$ cat src/design/pgw_pkg.sv
// pgw_pkg: constants, register map and field layout of the power good prewarning block
// assumes a 50 MHz pclk and an apb master with 32-bit data
package pgw_pkg;
    localparam int CLK_HZ            = 50_000_000;
    localparam int MS_PER_S          = 1000;
    localparam int MS_CYCLES_DEF     = CLK_HZ / MS_PER_S;
    localparam int RAMP_STEPS        = 255;
    localparam int TMR_W             = 11;
    localparam int DIV_W             = 20;
    localparam int SYNC_W            = 8;
    localparam int IRQ_W             = 5;
    // times in ms and voltages in mV
    localparam int PG_TIME_STEP_MS   = 2;
    localparam int TRANS_STEP_MS     = 1;
    localparam int READY_MAX_MS      = 1000;
    localparam int OVP_DLY0_MS       = 5;
    localparam int OVP_DLY1_MS       = 50;
    localparam int OVP_DLY2_MS       = 500;
    localparam int RESTART_UNIT_MS   = 10;
    localparam int BST_WARN_LOW_MV   = 1100;
    localparam int BST_WARN_BASE_MV  = 1200;
    localparam int BST_WARN_STEP_MV  = 50;
    // byte addresses
    localparam logic [7:0] ADDR_CTRL   = 8'h00;
    localparam logic [7:0] ADDR_READY  = 8'h04;
    localparam logic [7:0] ADDR_BOTHR  = 8'h08;
    localparam logic [7:0] ADDR_STATUS = 8'h0C;
    localparam logic [7:0] ADDR_ISTAT  = 8'h10;
    localparam logic [7:0] ADDR_IMASK  = 8'h14;
    localparam logic [7:0] ADDR_SET0   = 8'h20;
    localparam logic [7:0] ADDR_SET1   = 8'h24;
    localparam logic [7:0] ADDR_SET2   = 8'h28;
    localparam logic [7:0] ADDR_SET3   = 8'h2C;
    // control fields
    localparam int CT_EN_OTP = 0;
    localparam int CT_EN_PWR = 1;
    localparam int CT_EN_MBO = 2;
    localparam int CT_EN_BST = 3;
    localparam int CT_EN_OVP = 4;
    localparam int CT_OVP_DIS = 5;
    localparam int CT_PGT    = 6;
    localparam int CT_TRT    = 8;
    localparam int CT_OVD    = 10;
    localparam int CT_BWS    = 12;
    localparam int CT_RUN    = 16;
    localparam int CT_LCLR   = 17;
    localparam logic [31:0] CTRL_MASK = 32'h0003_FFFF;
    // parameter set fields and response bits (1 = safe restart)
    localparam int SF_OPP1 = 0;
    localparam int SF_OCP  = 10;
    localparam int SF_RST  = 20;
    localparam int SF_RESP = 27;
    localparam int RB_OTP  = 0;
    localparam int RB_PWR  = 2;
    // synchroniser lanes and interrupt bits
    localparam int SY_OTP  = 0;
    localparam int SY_OPP1 = 1;
    localparam int SY_OPP2 = 2;
    localparam int SY_MBO  = 3;
    localparam int SY_OVP  = 4;
    localparam int SY_VREG = 5;
    localparam int SY_SEL  = 6;
    localparam int IB_WARN  = 0;
    localparam int IB_READY = 1;
    localparam int IB_STOP  = 2;
    localparam int IB_HALT  = 3;
    localparam int IB_OVP   = 4;
    // reset values
    localparam logic [9:0]  READY_RST = 10'h064;
    localparam logic [11:0] BOTHR_RST = 12'h3E8;
endpackage : pgw_pkg

$ cat src/design/pgw_tmr_if.sv
// pgw_tmr_if: start, load and done of one millisecond countdown
// assumes the controller and the timer share pclk
`timescale 1ns/1ps
interface pgw_tmr_if import pgw_pkg::*; ();
    logic             start;
    logic             tick;
    logic [TMR_W-1:0] load;
    logic             busy;
    logic             done;
    modport ctl (output start, tick, load, input busy, done);
    modport tmr (input start, tick, load, output busy, done);
endinterface : pgw_tmr_if

$ cat src/design/pgw_sync.sv
// pgw_sync: two flip-flop synchroniser for a group of asynchronous levels
// assumes each lane is an independent level
`timescale 1ns/1ps
module pgw_sync import pgw_pkg::*; #(
    parameter int W = 1
) (
    input  wire logic         pclk,
    input  wire logic         presetn,
    input  wire logic [W-1:0] d,
    output logic      [W-1:0] q
);
    typedef struct packed {
        logic [W-1:0] s1;
        logic [W-1:0] s2;
    } pgw_sync_s;
    pgw_sync_s r;
    pgw_sync_s n;
    always_comb begin
        n    = r;
        n.s1 = d;
        n.s2 = r.s1;
    end
    always_ff @(posedge pclk or negedge presetn) begin
        if (!presetn) begin
            r <= '0;
        end else begin
            r <= n;
        end
    end
    assign q = r.s2;
endmodule : pgw_sync

$ cat src/design/pgw_timer.sv
// pgw_timer: countdown in millisecond ticks with a one-cycle done pulse
// assumes tick is a one-cycle pulse on pclk
`timescale 1ns/1ps
module pgw_timer import pgw_pkg::*; (
    input  wire logic pclk,
    input  wire logic presetn,
    pgw_tmr_if.tmr    t
);
    typedef struct packed {
        logic [TMR_W-1:0] cnt;
        logic             busy;
        logic             done;
    } pgw_tmr_s;
    pgw_tmr_s r;
    pgw_tmr_s n;
    always_comb begin
        n      = r;
        n.done = 1'b0;
        if (t.start) begin
            n.cnt  = t.load;
            n.busy = (t.load != '0);
            n.done = (t.load == '0);
        end else if (r.busy && t.tick) begin
            n.cnt = r.cnt - 1'b1;
            if (r.cnt == TMR_W'(1)) begin
                n.busy = 1'b0;
                n.done = 1'b1;
            end
        end
    end
    always_ff @(posedge pclk or negedge presetn) begin
        if (!presetn) begin
            r <= '0;
        end else begin
            r <= n;
        end
    end
    assign t.busy = r.busy;
    assign t.done = r.done;
    done_cause_a: assert property (@(posedge pclk) disable iff (!presetn)
        r.done |-> $past(t.start) || $past(r.busy)) else $error("done without a running count");
endmodule : pgw_timer

$ cat src/design/pgw_power_good.sv
// pgw_power_good: power good prewarning sequencer with apb registers and parameter sets
// assumes detector inputs are asynchronous levels and boost_sense_mv is a pclk-domain sample
`timescale 1ns/1ps
module pgw_power_good import pgw_pkg::*; #(
    parameter int MS_CYCLES = MS_CYCLES_DEF
) (
    input  wire logic        pclk,
    input  wire logic        presetn,
    input  wire logic        psel,
    input  wire logic        penable,
    input  wire logic        pwrite,
    input  wire logic [7:0]  paddr,
    input  wire logic [31:0] pwdata,
    output logic      [31:0] prdata,
    output logic             pready,
    output logic             pslverr,
    output logic             irq,
    input  wire logic        otp_det,
    input  wire logic        opp1_trip,
    input  wire logic        opp2_trip,
    input  wire logic        mains_brownout,
    input  wire logic        boost_ovp_det,
    input  wire logic        vout_in_reg,
    input  wire logic [1:0]  set_select_code,
    input  wire logic [11:0] boost_sense_mv,
    output logic             power_good,
    output logic      [7:0]  power_good_level,
    output logic             converter_switch_en,
    output logic      [9:0]  opp1_delay_ms,
    output logic      [9:0]  ocp_delay_cycles,
    output logic      [6:0]  restart_time,
    output logic      [4:0]  protect_safe_restart
);
    localparam int STEP_CYC = MS_CYCLES / RAMP_STEPS;

    typedef enum logic [2:0] {ST_OFF, ST_START, ST_READY, ST_GOOD, ST_WARN, ST_STOP} pgw_state_e;
    typedef struct packed {
        logic [31:0]       ctrl;
        logic [9:0]        ready_ms;
        logic [11:0]       bo_mv;
        logic [IRQ_W-1:0]  stat;
        logic [IRQ_W-1:0]  mask;
        logic [3:0][31:0]  sets;
        pgw_state_e        st;
        logic              pg;
        logic              sw;
        logic              irq;
        logic              pready;
        logic              pslverr;
        logic [31:0]       prdata;
        logic [31:0]       act;
        logic [7:0]        level;
        logic [DIV_W-1:0]  ms_div;
        logic [DIV_W-1:0]  rdiv;
        logic              ms_tick;
        logic [1:0]        sel;
        logic [1:0]        cap_cnt;
        logic              sel_taken;
        logic              cause_safe;
        logic              ovp_prev;
        logic              ta_start;
        logic              tb_start;
        logic [TMR_W-1:0]  ta_load;
        logic [TMR_W-1:0]  tb_load;
    } pgw_top_s;

    pgw_top_s          r;
    pgw_top_s          n;
    logic [SYNC_W-1:0] syn;
    logic [31:0]       rd;
    logic              hit;
    logic              wr;
    logic [IRQ_W-1:0]  w1c;
    logic [IRQ_W-1:0]  ev;
    logic              do_stop;
    logic [11:0]       warn_thr;
    logic              run_st;
    logic              halt;
    logic              pwr_any;
    logic              ovp_rise;
    logic              ovp_stop;
    logic              bst_warn;
    logic              tripx;
    logic              trip_en;
    logic              safe_now;
    logic [DIV_W-1:0]  rdiv_max;
    logic [9:0]        ready_clamp;

    pgw_tmr_if ta_if();
    pgw_tmr_if tb_if();

    pgw_sync #(.W(SYNC_W)) u_sync (
        .pclk    (pclk),
        .presetn (presetn),
        .d       ({set_select_code, vout_in_reg, boost_ovp_det, mains_brownout,
                   opp2_trip, opp1_trip, otp_det}),
        .q       (syn)
    );
    pgw_timer u_tmr_seq (
        .pclk    (pclk),
        .presetn (presetn),
        .t       (ta_if.tmr)
    );
    pgw_timer u_tmr_ovp (
        .pclk    (pclk),
        .presetn (presetn),
        .t       (tb_if.tmr)
    );
    assign ta_if.start = r.ta_start;
    assign ta_if.load  = r.ta_load;
    assign ta_if.tick  = r.ms_tick;
    assign tb_if.start = r.tb_start;
    assign tb_if.load  = r.tb_load;
    assign tb_if.tick  = r.ms_tick;

    // event decode
    assign run_st   = (r.st == ST_START) || (r.st == ST_READY) || (r.st == ST_GOOD)
                   || (r.st == ST_WARN);
    assign halt     = run_st && (boost_sense_mv < r.bo_mv);
    assign warn_thr = (r.ctrl[CT_BWS+:4] == 4'h0) ? 12'(BST_WARN_LOW_MV) :
                      12'(BST_WARN_BASE_MV + BST_WARN_STEP_MV * (int'(r.ctrl[CT_BWS+:4]) - 1));
    assign bst_warn = r.ctrl[CT_EN_BST] && (boost_sense_mv < warn_thr);
    assign pwr_any  = syn[SY_OPP1] || syn[SY_OPP2];
    assign ovp_rise = syn[SY_OVP] && !r.ovp_prev;
    assign ovp_stop = tb_if.done && syn[SY_OVP];
    assign tripx    = (syn[SY_OTP] && !r.ctrl[CT_EN_OTP]) || (pwr_any && !r.ctrl[CT_EN_PWR])
                   || (syn[SY_MBO] && !r.ctrl[CT_EN_MBO]) || (ovp_stop && !r.ctrl[CT_EN_OVP]);
    assign trip_en  = (syn[SY_OTP] && r.ctrl[CT_EN_OTP])
                   || (pwr_any && r.ctrl[CT_EN_PWR])
                   || (syn[SY_MBO] && r.ctrl[CT_EN_MBO])
                   || (ovp_stop && r.ctrl[CT_EN_OVP])
                   || bst_warn;
    // one response bit covers both overpower levels
    assign safe_now = !((syn[SY_OTP] && !r.act[SF_RESP+RB_OTP])
                     || (pwr_any && !r.act[SF_RESP+RB_PWR]));
    assign rdiv_max = DIV_W'((int'(r.ctrl[CT_TRT+:2]) + 1) * TRANS_STEP_MS * STEP_CYC - 1);
    assign ready_clamp = (r.ready_ms > 10'(READY_MAX_MS)) ? 10'(READY_MAX_MS) : r.ready_ms;

    always_comb begin
        n            = r;
        rd           = '0;
        hit          = 1'b1;
        w1c          = '0;
        ev           = '0;
        do_stop      = 1'b0;
        wr           = psel && penable && r.pready && pwrite;
        n.ms_tick    = 1'b0;
        n.ta_start   = 1'b0;
        n.tb_start   = 1'b0;
        n.pready     = 1'b0;
        n.pslverr    = 1'b0;
        n.ctrl[CT_LCLR] = 1'b0;
        n.ovp_prev   = syn[SY_OVP];
        // millisecond tick
        if (r.ms_div == DIV_W'(MS_CYCLES - 1)) begin
            n.ms_div  = '0;
            n.ms_tick = 1'b1;
        end else begin
            n.ms_div = r.ms_div + 1'b1;
        end
        // set code captured once after the synchroniser settles
        if (!r.sel_taken) begin
            n.cap_cnt = r.cap_cnt + 1'b1;
            if (r.cap_cnt == 2'h3) begin
                n.sel       = syn[SY_SEL+:2];
                n.sel_taken = 1'b1;
            end
        end
        n.act = r.sets[r.sel];
        // apb read decode
        case (paddr)
            ADDR_CTRL:   rd = r.ctrl & CTRL_MASK;
            ADDR_READY:  rd = {22'h00_0000, r.ready_ms};
            ADDR_BOTHR:  rd = {20'h0_0000, r.bo_mv};
            ADDR_STATUS: rd = {17'h0_0000, r.level, r.sel, r.sw, r.pg, r.st};
            ADDR_ISTAT:  rd = {27'h000_0000, r.stat};
            ADDR_IMASK:  rd = {27'h000_0000, r.mask};
            ADDR_SET0, ADDR_SET1, ADDR_SET2, ADDR_SET3: rd = r.sets[paddr[3:2]];
            default:     hit = 1'b0;
        endcase
        if (psel && !penable) begin
            n.pready  = 1'b1;
            n.pslverr = !hit;
            n.prdata  = rd;
        end
        if (wr) begin
            case (paddr)
                ADDR_CTRL:  n.ctrl = pwdata & CTRL_MASK;
                ADDR_READY: n.ready_ms = pwdata[9:0];
                ADDR_BOTHR: n.bo_mv = pwdata[11:0];
                ADDR_ISTAT: w1c = pwdata[IRQ_W-1:0];
                ADDR_IMASK: n.mask = pwdata[IRQ_W-1:0];
                // only delays, restart timer and response bits live in a set
                ADDR_SET0, ADDR_SET1, ADDR_SET2, ADDR_SET3: n.sets[paddr[3:2]] = pwdata;
                default: ;
            endcase
        end
        // boost overvoltage delay, armed only when it disables the converter
        if (ovp_rise) begin
            ev[IB_OVP] = 1'b1;
            if (r.ctrl[CT_OVP_DIS]) begin
                n.tb_start = 1'b1;
                case (r.ctrl[CT_OVD+:2])
                    2'h0:    n.tb_load = TMR_W'(OVP_DLY0_MS);
                    2'h1:    n.tb_load = TMR_W'(OVP_DLY1_MS);
                    default: n.tb_load = TMR_W'(OVP_DLY2_MS);
                endcase
            end
        end
        // sequencer
        case (r.st)
            ST_OFF: begin
                n.pg = 1'b0;
                if (r.ctrl[CT_RUN]) begin
                    n.st = ST_START;
                    n.sw = 1'b1;
                end
            end
            ST_START: begin
                if (syn[SY_VREG]) begin
                    n.st       = ST_READY;
                    n.ta_start = 1'b1;
                    n.ta_load  = TMR_W'(ready_clamp);
                end
            end
            ST_READY: begin
                if (ta_if.done) begin
                    n.st        = ST_GOOD;
                    n.pg        = 1'b1;
                    ev[IB_READY] = 1'b1;
                end
            end
            ST_GOOD: ;
            ST_WARN: begin
                if (ta_if.done) begin
                    do_stop = 1'b1;
                end
            end
            ST_STOP: begin
                if (r.ctrl[CT_LCLR] || (r.cause_safe && ta_if.done)) begin
                    n.st = ST_OFF;
                end
            end
            default: n.st = ST_OFF;
        endcase
        // shutdown requests while converting
        if (run_st && r.st != ST_WARN && (tripx || trip_en)) begin
            n.cause_safe = safe_now;
            if (r.st == ST_GOOD && !tripx) begin
                n.st       = ST_WARN;
                n.pg       = 1'b0;
                n.ta_start = 1'b1;
                n.ta_load  = TMR_W'(PG_TIME_STEP_MS * (int'(r.ctrl[CT_PGT+:2]) + 1));
                ev[IB_WARN] = 1'b1;
            end else begin
                do_stop = 1'b1;
            end
        end
        if (halt) begin
            do_stop      = 1'b1;
            n.cause_safe = 1'b1;
            ev[IB_HALT]  = 1'b1;
        end
        if (do_stop) begin
            n.st        = ST_STOP;
            n.sw        = 1'b0;
            n.pg        = 1'b0;
            n.ta_start  = 1'b1;
            n.ta_load   = TMR_W'(RESTART_UNIT_MS * int'(r.act[SF_RST+:7]));
            ev[IB_STOP] = 1'b1;
        end
        // indication ramp toward the logical level
        if (r.rdiv >= rdiv_max) begin
            n.rdiv = '0;
            if (r.pg && r.level != 8'hFF) begin
                n.level = r.level + 1'b1;
            end else if (!r.pg && r.level != 8'h00) begin
                n.level = r.level - 1'b1;
            end
        end else begin
            n.rdiv = r.rdiv + 1'b1;
        end
        // sticky status, set wins over clear
        n.stat = (r.stat & ~w1c) | ev;
        n.irq  = |(n.stat & n.mask);
    end

    always_ff @(posedge pclk or negedge presetn) begin
        if (!presetn) begin
            r          <= '0;
            r.ready_ms <= READY_RST;
            r.bo_mv    <= BOTHR_RST;
        end else begin
            r <= n;
        end
    end

    assign prdata               = r.prdata;
    assign pready               = r.pready;
    assign pslverr              = r.pslverr;
    assign irq                  = r.irq;
    assign power_good           = r.pg;
    assign power_good_level     = r.level;
    assign converter_switch_en  = r.sw;
    assign opp1_delay_ms        = r.act[SF_OPP1+:10];
    assign ocp_delay_cycles     = r.act[SF_OCP+:10];
    assign restart_time         = r.act[SF_RST+:7];
    assign protect_safe_restart = r.act[SF_RESP+:5];

    prewarn_hold_a: assert property (@(posedge pclk) disable iff (!presetn)
        r.st == ST_WARN |-> r.sw && !r.pg) else $error("switching lost in prewarning");
    warn_end_a: assert property (@(posedge pclk) disable iff (!presetn)
        r.st == ST_WARN && !halt ##1 r.st == ST_STOP |-> $past(ta_if.done))
        else $error("prewarning ended early");
    otp_warn_a: assert property (@(posedge pclk) disable iff (!presetn)
        r.st == ST_GOOD && syn[SY_OTP] && r.ctrl[CT_EN_OTP] && !tripx && !halt
        |=> r.st == ST_WARN && !r.pg) else $error("no prewarning on overtemperature");
    pwr_warn_a: assert property (@(posedge pclk) disable iff (!presetn)
        r.st == ST_GOOD && pwr_any && r.ctrl[CT_EN_PWR] && !tripx && !halt
        |=> r.st == ST_WARN) else $error("no prewarning on overpower");
    mbo_warn_a: assert property (@(posedge pclk) disable iff (!presetn)
        r.st == ST_GOOD && syn[SY_MBO] && r.ctrl[CT_EN_MBO] && !tripx && !halt
        |=> r.st == ST_WARN) else $error("no prewarning on mains brownout");
    boost_halt_a: assert property (@(posedge pclk) disable iff (!presetn)
        halt |=> !r.sw && r.st == ST_STOP) else $error("switching not halted");
    boost_warn_a: assert property (@(posedge pclk) disable iff (!presetn)
        r.st == ST_GOOD && bst_warn |=> !r.pg) else $error("boost warning missed");
    ovp_arm_a: assert property (@(posedge pclk) disable iff (!presetn)
        ovp_rise && !r.ctrl[CT_OVP_DIS] |=> !r.tb_start) else $error("ovp delay armed");
    ready_wait_a: assert property (@(posedge pclk) disable iff (!presetn)
        r.st == ST_READY ##1 r.st == ST_GOOD |-> $past(ta_if.done))
        else $error("power good before ready delay");
    ramp_step_a: assert property (@(posedge pclk) disable iff (!presetn)
        r.level != $past(r.level) |-> (8'(r.level - $past(r.level)) == 8'h01)
        || (8'($past(r.level) - r.level) == 8'h01)) else $error("ramp jumped");
    set_pick_a: assert property (@(posedge pclk) disable iff (!presetn)
        r.sel_taken ##1 r.sel_taken |-> r.act == $past(r.sets[r.sel]))
        else $error("active set mismatch");
    good_hold_a: assert property (@(posedge pclk) disable iff (!presetn)
        r.st == ST_GOOD |-> r.pg && r.sw) else $error("power good dropped without event");
endmodule : pgw_power_good

$ cat config.mk
export PLATFORM = sky130hd
export DESIGN_NAME = pgw_power_good
export DESIGN_NICKNAME = d
export VERILOG_FILES = /design/src/design/pgw_pkg.sv /design/src/design/pgw_tmr_if.sv /design/src/design/pgw_sync.sv /design/src/design/pgw_timer.sv /design/src/design/pgw_power_good.sv
export SDC_FILE = /design/constraint.sdc
export NUM_CORES = 1
export LEC_CHECK = 0
export ABC_AREA = 1
export CAP_MARGIN = 20
export CORE_UTILIZATION = 64
export DETAILED_ROUTE_END_ITERATION = 10
export DONT_BUFFER_PORTS = 1
export PLACE_DENSITY = 0.78
export SYNTH_ARGS = -nofsm -noshare
export SYNTH_HDL_FRONTEND = slang
export SYNTH_HIERARCHICAL = 1
export SYNTH_SLANG_ARGS = --single-unit
$ cat constraint.sdc
create_clock -name pclk -period 5.9 [get_ports pclk]
set_input_delay 0.885 -clock pclk [delete_from_list [all_inputs] [get_ports pclk]]
set_output_delay 0.885 -clock pclk [all_outputs]
set_load 0.02 [all_outputs]
---- After elaboration in Yosys (flattened, before gate mapping) ----
Index checks and enable logic that the tools add are counted.
word-level totals
  bits in latches ......................... 0
  bits in writable memories ............... 0
  register bits ........................... 372
  logic and storage cells ................. 242
  input port bits ......................... 65
  output and inout bits ................... 77
  memory bits (read-only) ................. 0
  memories ................................ 0
cells by class
  eq/ne operators ......................... 21
  $add $sub $neg .......................... 12
  mux-type cells .......................... 71
  magnitude comparators ................... 7
  bitwise gates (word level) .............. 5
  $mul .................................... 3
  reduce and logical (&&, ||, !) cells .... 84
  shift-type cells ........................ 0
  div/mod/pow operators ................... 0
operator list
  operator                                             count
  case mux 32 bit (7 select lines)                     1
  2-to-1 mux 133 bit                                   1
  binary-select mux 32 bit (select 2 bit)              2
  bitwise mux 128 bit                                  1
  2-to-1 mux 128 bit                                   1
  2-to-1 mux 32 bit                                    3
  demux 32 bit (select 2 bit)                          1
  2-to-1 mux 11 bit                                    5
  2-to-1 mux 13 bit                                    4
  adder 20 x 1 -> 20 bit (second input constant)       2
  2-to-1 mux 20 bit                                    2
  2-to-1 mux 40 bit                                    1
  2-to-1 mux 34 bit                                    1
  == test 8 x 6 -> 1 bit (second input constant)       4
  logical AND 1 bit                                    27
  2-to-1 mux 1 bit                                     26
  < comparator 12 bit                                  2
  2-to-1 mux 12 bit                                    2
  == test 11 x 1 -> 1 bit (second input constant)      2
  zero test 11 bit                                     2
  nonzero test 11 bit                                  2
  subtractor 11 x 1 -> 11 bit (second input constant)  2
  == test 20 x 16 -> 1 bit (second input constant)     1
  greater-or-equal comparator 20 bit                   1
  other kinds (50)                                     107

---- Longest topological paths before layout ----
Gate-level depths: netlist (run 1).
  depth after elaboration ................. 15
  mapped depth ............................ 32
  gate-level depth less buffers ........... 32

---- Modules after synthesis ----
The synthesis (run 1) kept the hierarchy.
by module, submodules not included
  module          seq. area each (µm²)  cells an instance  instances  area an instance (µm²)
  pgw_power_good  8,119.0               2,048              1          17,151.4
  pgw_timer       325.3                 134                2          904.6
  pgw_sync        400.4                 16                 1          400.4

---- Worst setup path before layout (run 1) ----
Ideal clock, no wire load.
  path type ............................... register to register
  from .................................... reg r[324] (netlist bit)
  to ...................................... reg r (netlist bit ta_if.load[6])
  clock period less this slack ............ 4,714 ps
  setup time .............................. 133 ps
  slack ................................... 1,186 ps
  arrival ................................. 4,581 ps
  required time ........................... 5,767 ps
  stages on the path, launching flop included .. 32
  path buffers ............................ 1
  path through ............................ dfrtp_1 inv_1 nand2_1 or2_2 xor2_1 fa_1 inv_1 ha_1 ha_1 inv_1 fa_1 xnor2_1 inv_1 a21oi_1 inv_1 nor2_1 nor2_1 xnor2_1 nand2_1 ha_1 nand2_1 nor2_1 nand2_1 nor2_1 nand2_1 nand2_1 nand2_1 nand3_1 nand3_1 buf_4 o21ai_0 o21ai_0
RTL lines
  item                    line                   RTL
  from (decl)             pgw_power_good.sv:67   pgw_top_s r;
  from (signal assigned)  pgw_power_good.sv:294  r <= n;

==> results by group, run 1 <==
Detailed routing
  • Post-detailed-routing wire length: 50.2 mm
  • Vias per cell: 6.04
  • Vias post-DR: 16100
  • Router iterations before antenna repair: 6
  • Number of nets with antenna violations after routing: 0
  • Average wire per cell in the routed design: 18.9 µm
  • Initial detailed-routing violation count: 1566
  • Number of remaining DRC errors: 0

Critical path
  • Worst-path fanout max: 13
  • Cell with the biggest individual delay on the critical path: fa_1
  • Category of the worst setup path launch point: register
  • Cell repeated most along the worst path: nand2_1
  • Required @ worst endpoint: 6.32 ns
  • Reg-to-Reg Start: r[324]
  • Worst reg2reg endpoint: r[287]
  • CP Class: reg2reg
  • Crit path capture type: register
  • Path depth of the worst reg2reg path: 29
  • Register-to-Register Setup Slack: 0.55 ns
  • CP arrival: 5.76 ns
  • Max stage delay on crit path: 0.52 ns

Timing
  • Final number of setup-violating endpoints: 0
  • Final setup skew: 0.0146 ns
  • Achievable frequency: 187 MHz
  • Share of the clock period used by the worst path: 0.907
  • Worst relative slew slack: 0.247
  • Total count of hold-check failures in the final report: 0
  • Final-report max-slew violation count: 0
  • Unrepaired setup endpoints after global routing: no
  • Sum of negative setup slack: 0 ns
  • Final Critical Period: 5.35 ns
  • Slew of the pin with the lowest slew margin: 1.13 ns

CTS
  • CTS Buffer Depth: 3
  • Clock-pin transition on the worst setup and hold timing paths: 0.06 ns
  • CTS H-tree lvls: 2
  • TritonCTS clock tree: yes
  • TritonCTS buffer count: 39
  • Root buffer cell: clkbuf_16
  • Total number of clock tree sinks: 366
  • Number of setup buffers added after CTS: 0
  • Skew-Pair Late Insertion Delay: 0.55 ns

Yosys
  • Fraction of the yosys area taken by sequential cells: 0.474
  • Synth warn: 6
  • Number of flops mapped to enable cells by yosys: 0
  • Most common flop cell mapped by yosys: dfrtp_1
  • Largest cells by area after synthesis: dfrtp_1, nand2_1, o21ai_0
  • Cell area after synthesis: 19400 µm²
  • Number of instances in the synthesized netlist: 2332
  • Number of register bits inferred by synthesis: 366
  • Count of different cell masters after synthesis: 51
  • Area fraction of the dominant cell type after synthesis: 0.461
  • Post-synth ARST share: 1.00
  • Post-synthesis average cell area: 8.30 µm²
  • Cell type contributing the most total cell area after synthesis: dfrtp_1

Global routing
  • Vias in the first global route: 15400
  • Global Route Usage Sum: 0.328
  • Maximum number of pins on one net before global-route repair: 367
  • Antenna violations before repair: 1
  • Global-route wire length before repair: 80.1 mm
  • Sum of overflow across all layers after global routing: 0

Floorplanning
  • Initial Utilization: 0.652
  • Horizontal die dimension: 176 µm
  • Vert. Die Dim: 176 µm
  • Total I/O pin count: 142
  • Placement Rows: 63
  • Total core area: 29700 µm²
  • DIE AREA: 31000 µm²

Hold path
  • Worst hold path type: in2async

Run status
  • Outcome: completed

Pwr
  • Worst IR drop on VDD: 0.000275 V
  • Leakage power: 9.59 nW
  • Power density over cell area: 292 nW/µm²
  • Design Power: 5.99 mW

Finish
  • Proportion of layout cells with a drive suffix above 1: 0.0723
  • Layout overhead on the synthesized area: 5.76%
  • Fin nets: 2393

Job
  • Reported max-cap violation count: 0

Placement
  • Weighted congestion reported at the end of routability-driven placement: 0.944
  • Port bufs: 0
  • HPWL reported at the end of detailed placement: 33.5 mm
[worst max-delay path: cells and delay by family, from the launching register on]
| kind | cells | cell delay (ns) |
|---|---|---|
| xor+xnor | 3 | 0.46 |
| compound gates | 1 | 0.17 |
| buf+inv | 5 | 0.40 |
| flops | 1 | 0.43 |
| fa+ha+maj | 5 | 1.86 |
| simple gates | 15 | 1.88 |
[logic make-up (layout without fill, tap and decap cells)]
| group | after synthesis | count (layout) | synth area share |
|---|---|---|---|
| fa+ha+maj | 91 | 91 | 0.0607 |
| simple gates | 946 | 946 | 0.208 |
| xor+xnor | 46 | 46 | 0.0208 |
| mux | 5 | 5 | 0.00259 |
| flops | 366 | 366 | 0.474 |
| buf+inv | 375 | 306 | 0.0884 |
| other cells | 1 | 7 | 0.000194 |
| compound gates | 502 | 502 | 0.145 |
[worst max path at each step]
stage | startpoint | endpoint | slack (ns) | cells past startpoint
after floorplan | r[324] | ta_if.load[6] | 1.19 | 31
after global placement | r[324] | r[287] | 0.50 | 29
after detailed placement | r[324] | r[287] | 0.44 | 29
after CTS | r[324] | r[287] | 0.41 | 29
after global routing | r[324] | irq | 0.07 | 30
final | r[324] | r[287] | 0.55 | 29
[area by class of cell]
cell class	instances	area, µm²
multi-input cells	1596	8510
fillers	2301	9240
clock inverters	13	194
inverters	222	833
well taps	390	488
diodes	1	2.50
flip-flops and latches	366	9170
clock buffers	59	1160
repair buffers	12	115
[through the flow]
| step | util | instance area [µm²] | cells | worst slack (ns) | hold slack [ns] |
|---|---|---|---|---|---|
| after floorplan | - | 19400 | 2337 | 1.19 | 0.331 |
| after global placement | 0.642 | 19100 | 2584 | 0.499 | 0.332 |
| after detailed placement | 0.642 | 19100 | 2584 | 0.444 | 0.337 |
| after CTS | 0.687 | 20400 | 2656 | 0.405 | 0.0395 |
| after global routing | 0.689 | 20500 | 2659 | 0.0743 | 0.0328 |
| final | 0.689 | 20500 | 2659 | 0.551 | 0.0456 |
[placed cells by master (no fill, tap or decap), types with 8 or more instances in the layout]
master and count:
nand4_1 23, buf_4 10, o22ai_1 33, nor4_1 10
inv_1 200, o21ai_1 28, or2_2 8, clkbuf_8 9
xnor2_1 17, dfstp_2 9, a22oi_1 13, nor2_1 183
nor2_2 19, inv_2 21, o211ai_1 12, o21ai_0 285
nand3_1 94, a21oi_1 72, nand2_2 17, a221oi_1 15
nor3_1 23, xor2_1 29, ha_1 86, clkbuf_16 40
nand2_1 546, dfrtp_1 356, clkbuf_1 10, a22o_1 13
[where the power goes]
group	switching, mW	internal, mW
clock network	1.02	1.54
logic	0.445	0.221
registers	0.141	2.62
[repair_timing]
item                                   4_1_cts  5_1_grt
resized for setup                            0        2
hold buffers                                 0        0
setup endpoints to repair                    0        9
endpoints found under the hold margin        0        0
[per-layer routing]
metal	global-route usage	routed length, µm	part of all wire
met1	0.445	20800	0.41
met5	0	0	0
met3	0.0627	4420	0.088
met4	0.121	1520	0.030
met2	0.528	23500	0.47
[Yosys cell counts (29+ instances only)]
cell / count
clkbuf_1: 62
o22ai_1: 33
xor2_1: 29
dfrtp_1: 357
inv_1: 201
nand3_1: 96
nand2_1: 547
a21oi_1: 72
ha_1: 86
o21ai_0: 285
buf_4: 77
nor2_1: 183
No activity file was read; power rests on OpenSTA's default activity.
==> run 2, diff against run 1 <==
--- a/config.mk
+++ b/config.mk
@@ -11,6 +11,7 @@
 export DETAILED_ROUTE_END_ITERATION = 10
 export DONT_BUFFER_PORTS = 1
 export PLACE_DENSITY = 0.78
+export RECOVER_POWER = 25
 export SYNTH_ARGS = -nofsm -noshare
 export SYNTH_HDL_FRONTEND = slang
 export SYNTH_HIERARCHICAL = 1
==> constraint.sdc (replaced) <==
create_clock -name pclk -period 5.3 [get_ports pclk]
set_input_delay 0.795 -clock pclk [delete_from_list [all_inputs] [get_ports pclk]]
set_output_delay 0.795 -clock pclk [all_outputs]
set_load 0.02 [all_outputs]
==> results by group, run 2 (synthesized netlist as in run 1, its figures left out) <==
CTS
  • CTS Buffer Depth: 3 (unchanged)
  • CTS H-tree lvls: 2 (unchanged)
  • Total number of clock tree sinks: 366 (unchanged)
  • Skew-Pair Late Insertion Delay: 0.54 ns (was 0.55 ns)
  • Clock-pin transition on the worst setup and hold timing paths: 0.06 ns (about the same)
  • TritonCTS clock tree: yes (unchanged)
  • Root buffer cell: clkbuf_16 (unchanged)
  • TritonCTS buffer count: 39 (unchanged)

Placement
  • Weighted congestion reported at the end of routability-driven placement: 0.913 (was 0.944)
  • Port bufs: 0 (unchanged)
  • HPWL reported at the end of detailed placement: 33.2 mm (was 33.5 mm)

Critical path
  • CP arrival: 5.44 ns (was 5.76 ns)
  • Max stage delay on crit path: 0.51 ns (was 0.52 ns)
  • Required @ worst endpoint: 5.72 ns (was 6.32 ns)
  • CP Class: reg2reg (unchanged)
  • Category of the worst setup path launch point: register (unchanged)
  • Cell with the biggest individual delay on the critical path: fa_1 (unchanged)
  • Worst-path fanout max: 5 (was 13)
  • Cell repeated most along the worst path: nand2_1 (unchanged)
  • Crit path capture type: register (unchanged)

Global routing
  • Global Route Usage Sum: 0.327 (was 0.328)
  • Maximum number of pins on one net before global-route repair: 367 (unchanged)
  • Vias in the first global route: 15200 (was 15400)
  • Sum of overflow across all layers after global routing: 0 (unchanged)
  • Antenna violations before repair: 2 (was 1)
  • Global-route wire length before repair: 79.7 mm (was 80.1 mm)

Job
  • Reported max-cap violation count: 0 (unchanged)

Floorplanning
  • Total I/O pin count: 142 (unchanged)
  • Total core area: 29700 µm² (unchanged)
  • Placement Rows: 63 (unchanged)
  • Horizontal die dimension: 176 µm (unchanged)
  • DIE AREA: 31000 µm² (unchanged)
  • Vert. Die Dim: 176 µm (unchanged)
  • Initial Utilization: 0.652 (unchanged)

Detailed routing
  • Post-detailed-routing wire length: 50.0 mm (was 50.2 mm)
  • Vias per cell: 6.00 (was 6.04)
  • Number of nets with antenna violations after routing: 0 (unchanged)
  • Vias post-DR: 16000 (was 16100)
  • Number of remaining DRC errors: 0 (unchanged)
  • Initial detailed-routing violation count: 1522 (was 1566)
  • Router iterations before antenna repair: 6 (unchanged)
  • Average wire per cell in the routed design: 18.8 µm (was 18.9 µm)

Timing
  • Worst relative slew slack: 0.416 (was 0.247)
  • Sum of negative setup slack: 0 ns (unchanged)
  • Slew of the pin with the lowest slew margin: 0.873 ns (was 1.13 ns)
  • Total count of hold-check failures in the final report: 0 (unchanged)
  • Final-report max-slew violation count: 0 (unchanged)
  • Final number of setup-violating endpoints: 0 (unchanged)
  • Final setup skew: 0.0160 ns (was 0.0146 ns)
  • Final Critical Period: 5.02 ns (was 5.35 ns)
  • Share of the clock period used by the worst path: 0.947 (was 0.907)
  • Achievable frequency: 199 MHz (was 187 MHz)

Pwr
  • Power density over cell area: 329 nW/µm² (was 292 nW/µm²)
  • Worst IR drop on VDD: 0.000312 V (was 0.000275 V)
  • Leakage power: 9.67 nW (was 9.59 nW)
  • Design Power: 6.80 mW (was 5.99 mW)

Finish
  • Proportion of layout cells with a drive suffix above 1: 0.0844 (was 0.0723)
  • Most used cells in the layout excluding fill and tap cells: nand2_1, dfrtp_1, o21ai_0 (unchanged)
  • Leading cell type in the layout, fill and taps excluded: nand2_1 (unchanged)
  • Layout overhead on the synthesized area: 6.70% (was 5.76%)
  • Fin nets: 2400 (was 2393)

Hold path
  • Worst hold path type: in2async (unchanged)

Run status
  • Outcome: completed (unchanged)
## run 2: cell types whose count changed in the layout (fill, tap and decap cells not counted), moves of 3 or more
cell | previous run | this run
inv_1 | 200 | 197
clkinv_2 | 2 | 9
clkbuf_1 | 10 | 3
buf_4 | 10 | 14
inv_2 | 21 | 24
## run 2: worst max-delay path, delay by kind of cell, from the launching register on
kind / cells / cell delay [ns]
XOR/XNOR: 3 / 0.57
AND/OR/NAND/NOR: 13 / 1.26
buffers and inverters: 6 / 0.43
AO/OA/AOI/OAI: 2 / 0.40
adder cells (fa/ha/maj): 5 / 1.81
flip-flops: 1 / 0.44
## run 2: power breakdown
group	internal (mW)	switching, mW
Clock	1.79	1.12
Sequential	2.92	0.154
Combinational	0.276	0.541
Total	4.98	1.82
## run 2: final timing paths
path / start / endpoint / slack [ns] / depth (start not counted)
max in group asynchronous: presetn / r[324] / 4.52 / 1
setup reg to reg: r[324] / ta_if.load[3] / 0.28 / 29
hold reg to reg: u_sync/n[7] / u_sync/q[7] / 0.35 / 0
hold / removal: presetn / r[280] / 0.01 / 0
min in group pclk: opp1_trip / u_sync/n[1] / 0.28 / 0
setup / recovery: r[324] / ta_if.load[3] / 0.28 / 29
## run 2: repair_timing
action,in CTS,in global routing
hold endpoints to repair,357,137
resized for setup,2,19
endpoints found under the setup margin,6,20
setup buffers,0,1
gates cloned,0,1
pin swaps,0,1
## run 2: cell type report
type / count / area, µm²
repair buffers: 19 / 189
diodes: 1 / 2.50
multi-input cells: 1596 / 8580
clock inverters: 20 / 273
well taps: 390 / 488
inverters: 222 / 833
fillers: 2330 / 9060
clock buffers: 51 / 1120
flip-flops and latches: 366 / 9170
## run 2: per-stage QoR
step / area, µm² / std cells / utilization / hold WS (ns) / setup slack (ns)
after floorplan: 19400 / 2337 / - / 0.331 / 0.586
after global placement: 19100 / 2588 / 0.643 / 0.333 / 0.113
after detailed placement: 19100 / 2588 / 0.643 / 0.335 / -0.0240
after CTS: 20500 / 2659 / 0.690 / -0.0440 / 0.0427
after global routing: 20700 / 2665 / 0.695 / -0.0242 / -0.0488
final: 20700 / 2665 / 0.695 / 0.0106 / 0.279
## run 2: per-layer routing
layer | up-vias | wire, µm | track usage
met5 | - | 13 | 0
met4 | 2 | 1880 | 0.126
met3 | 126 | 4230 | 0.0676
met2 | 726 | 23000 | 0.517
met1 | 7692 | 20800 | 0.444
li1 | 7454 | - | -
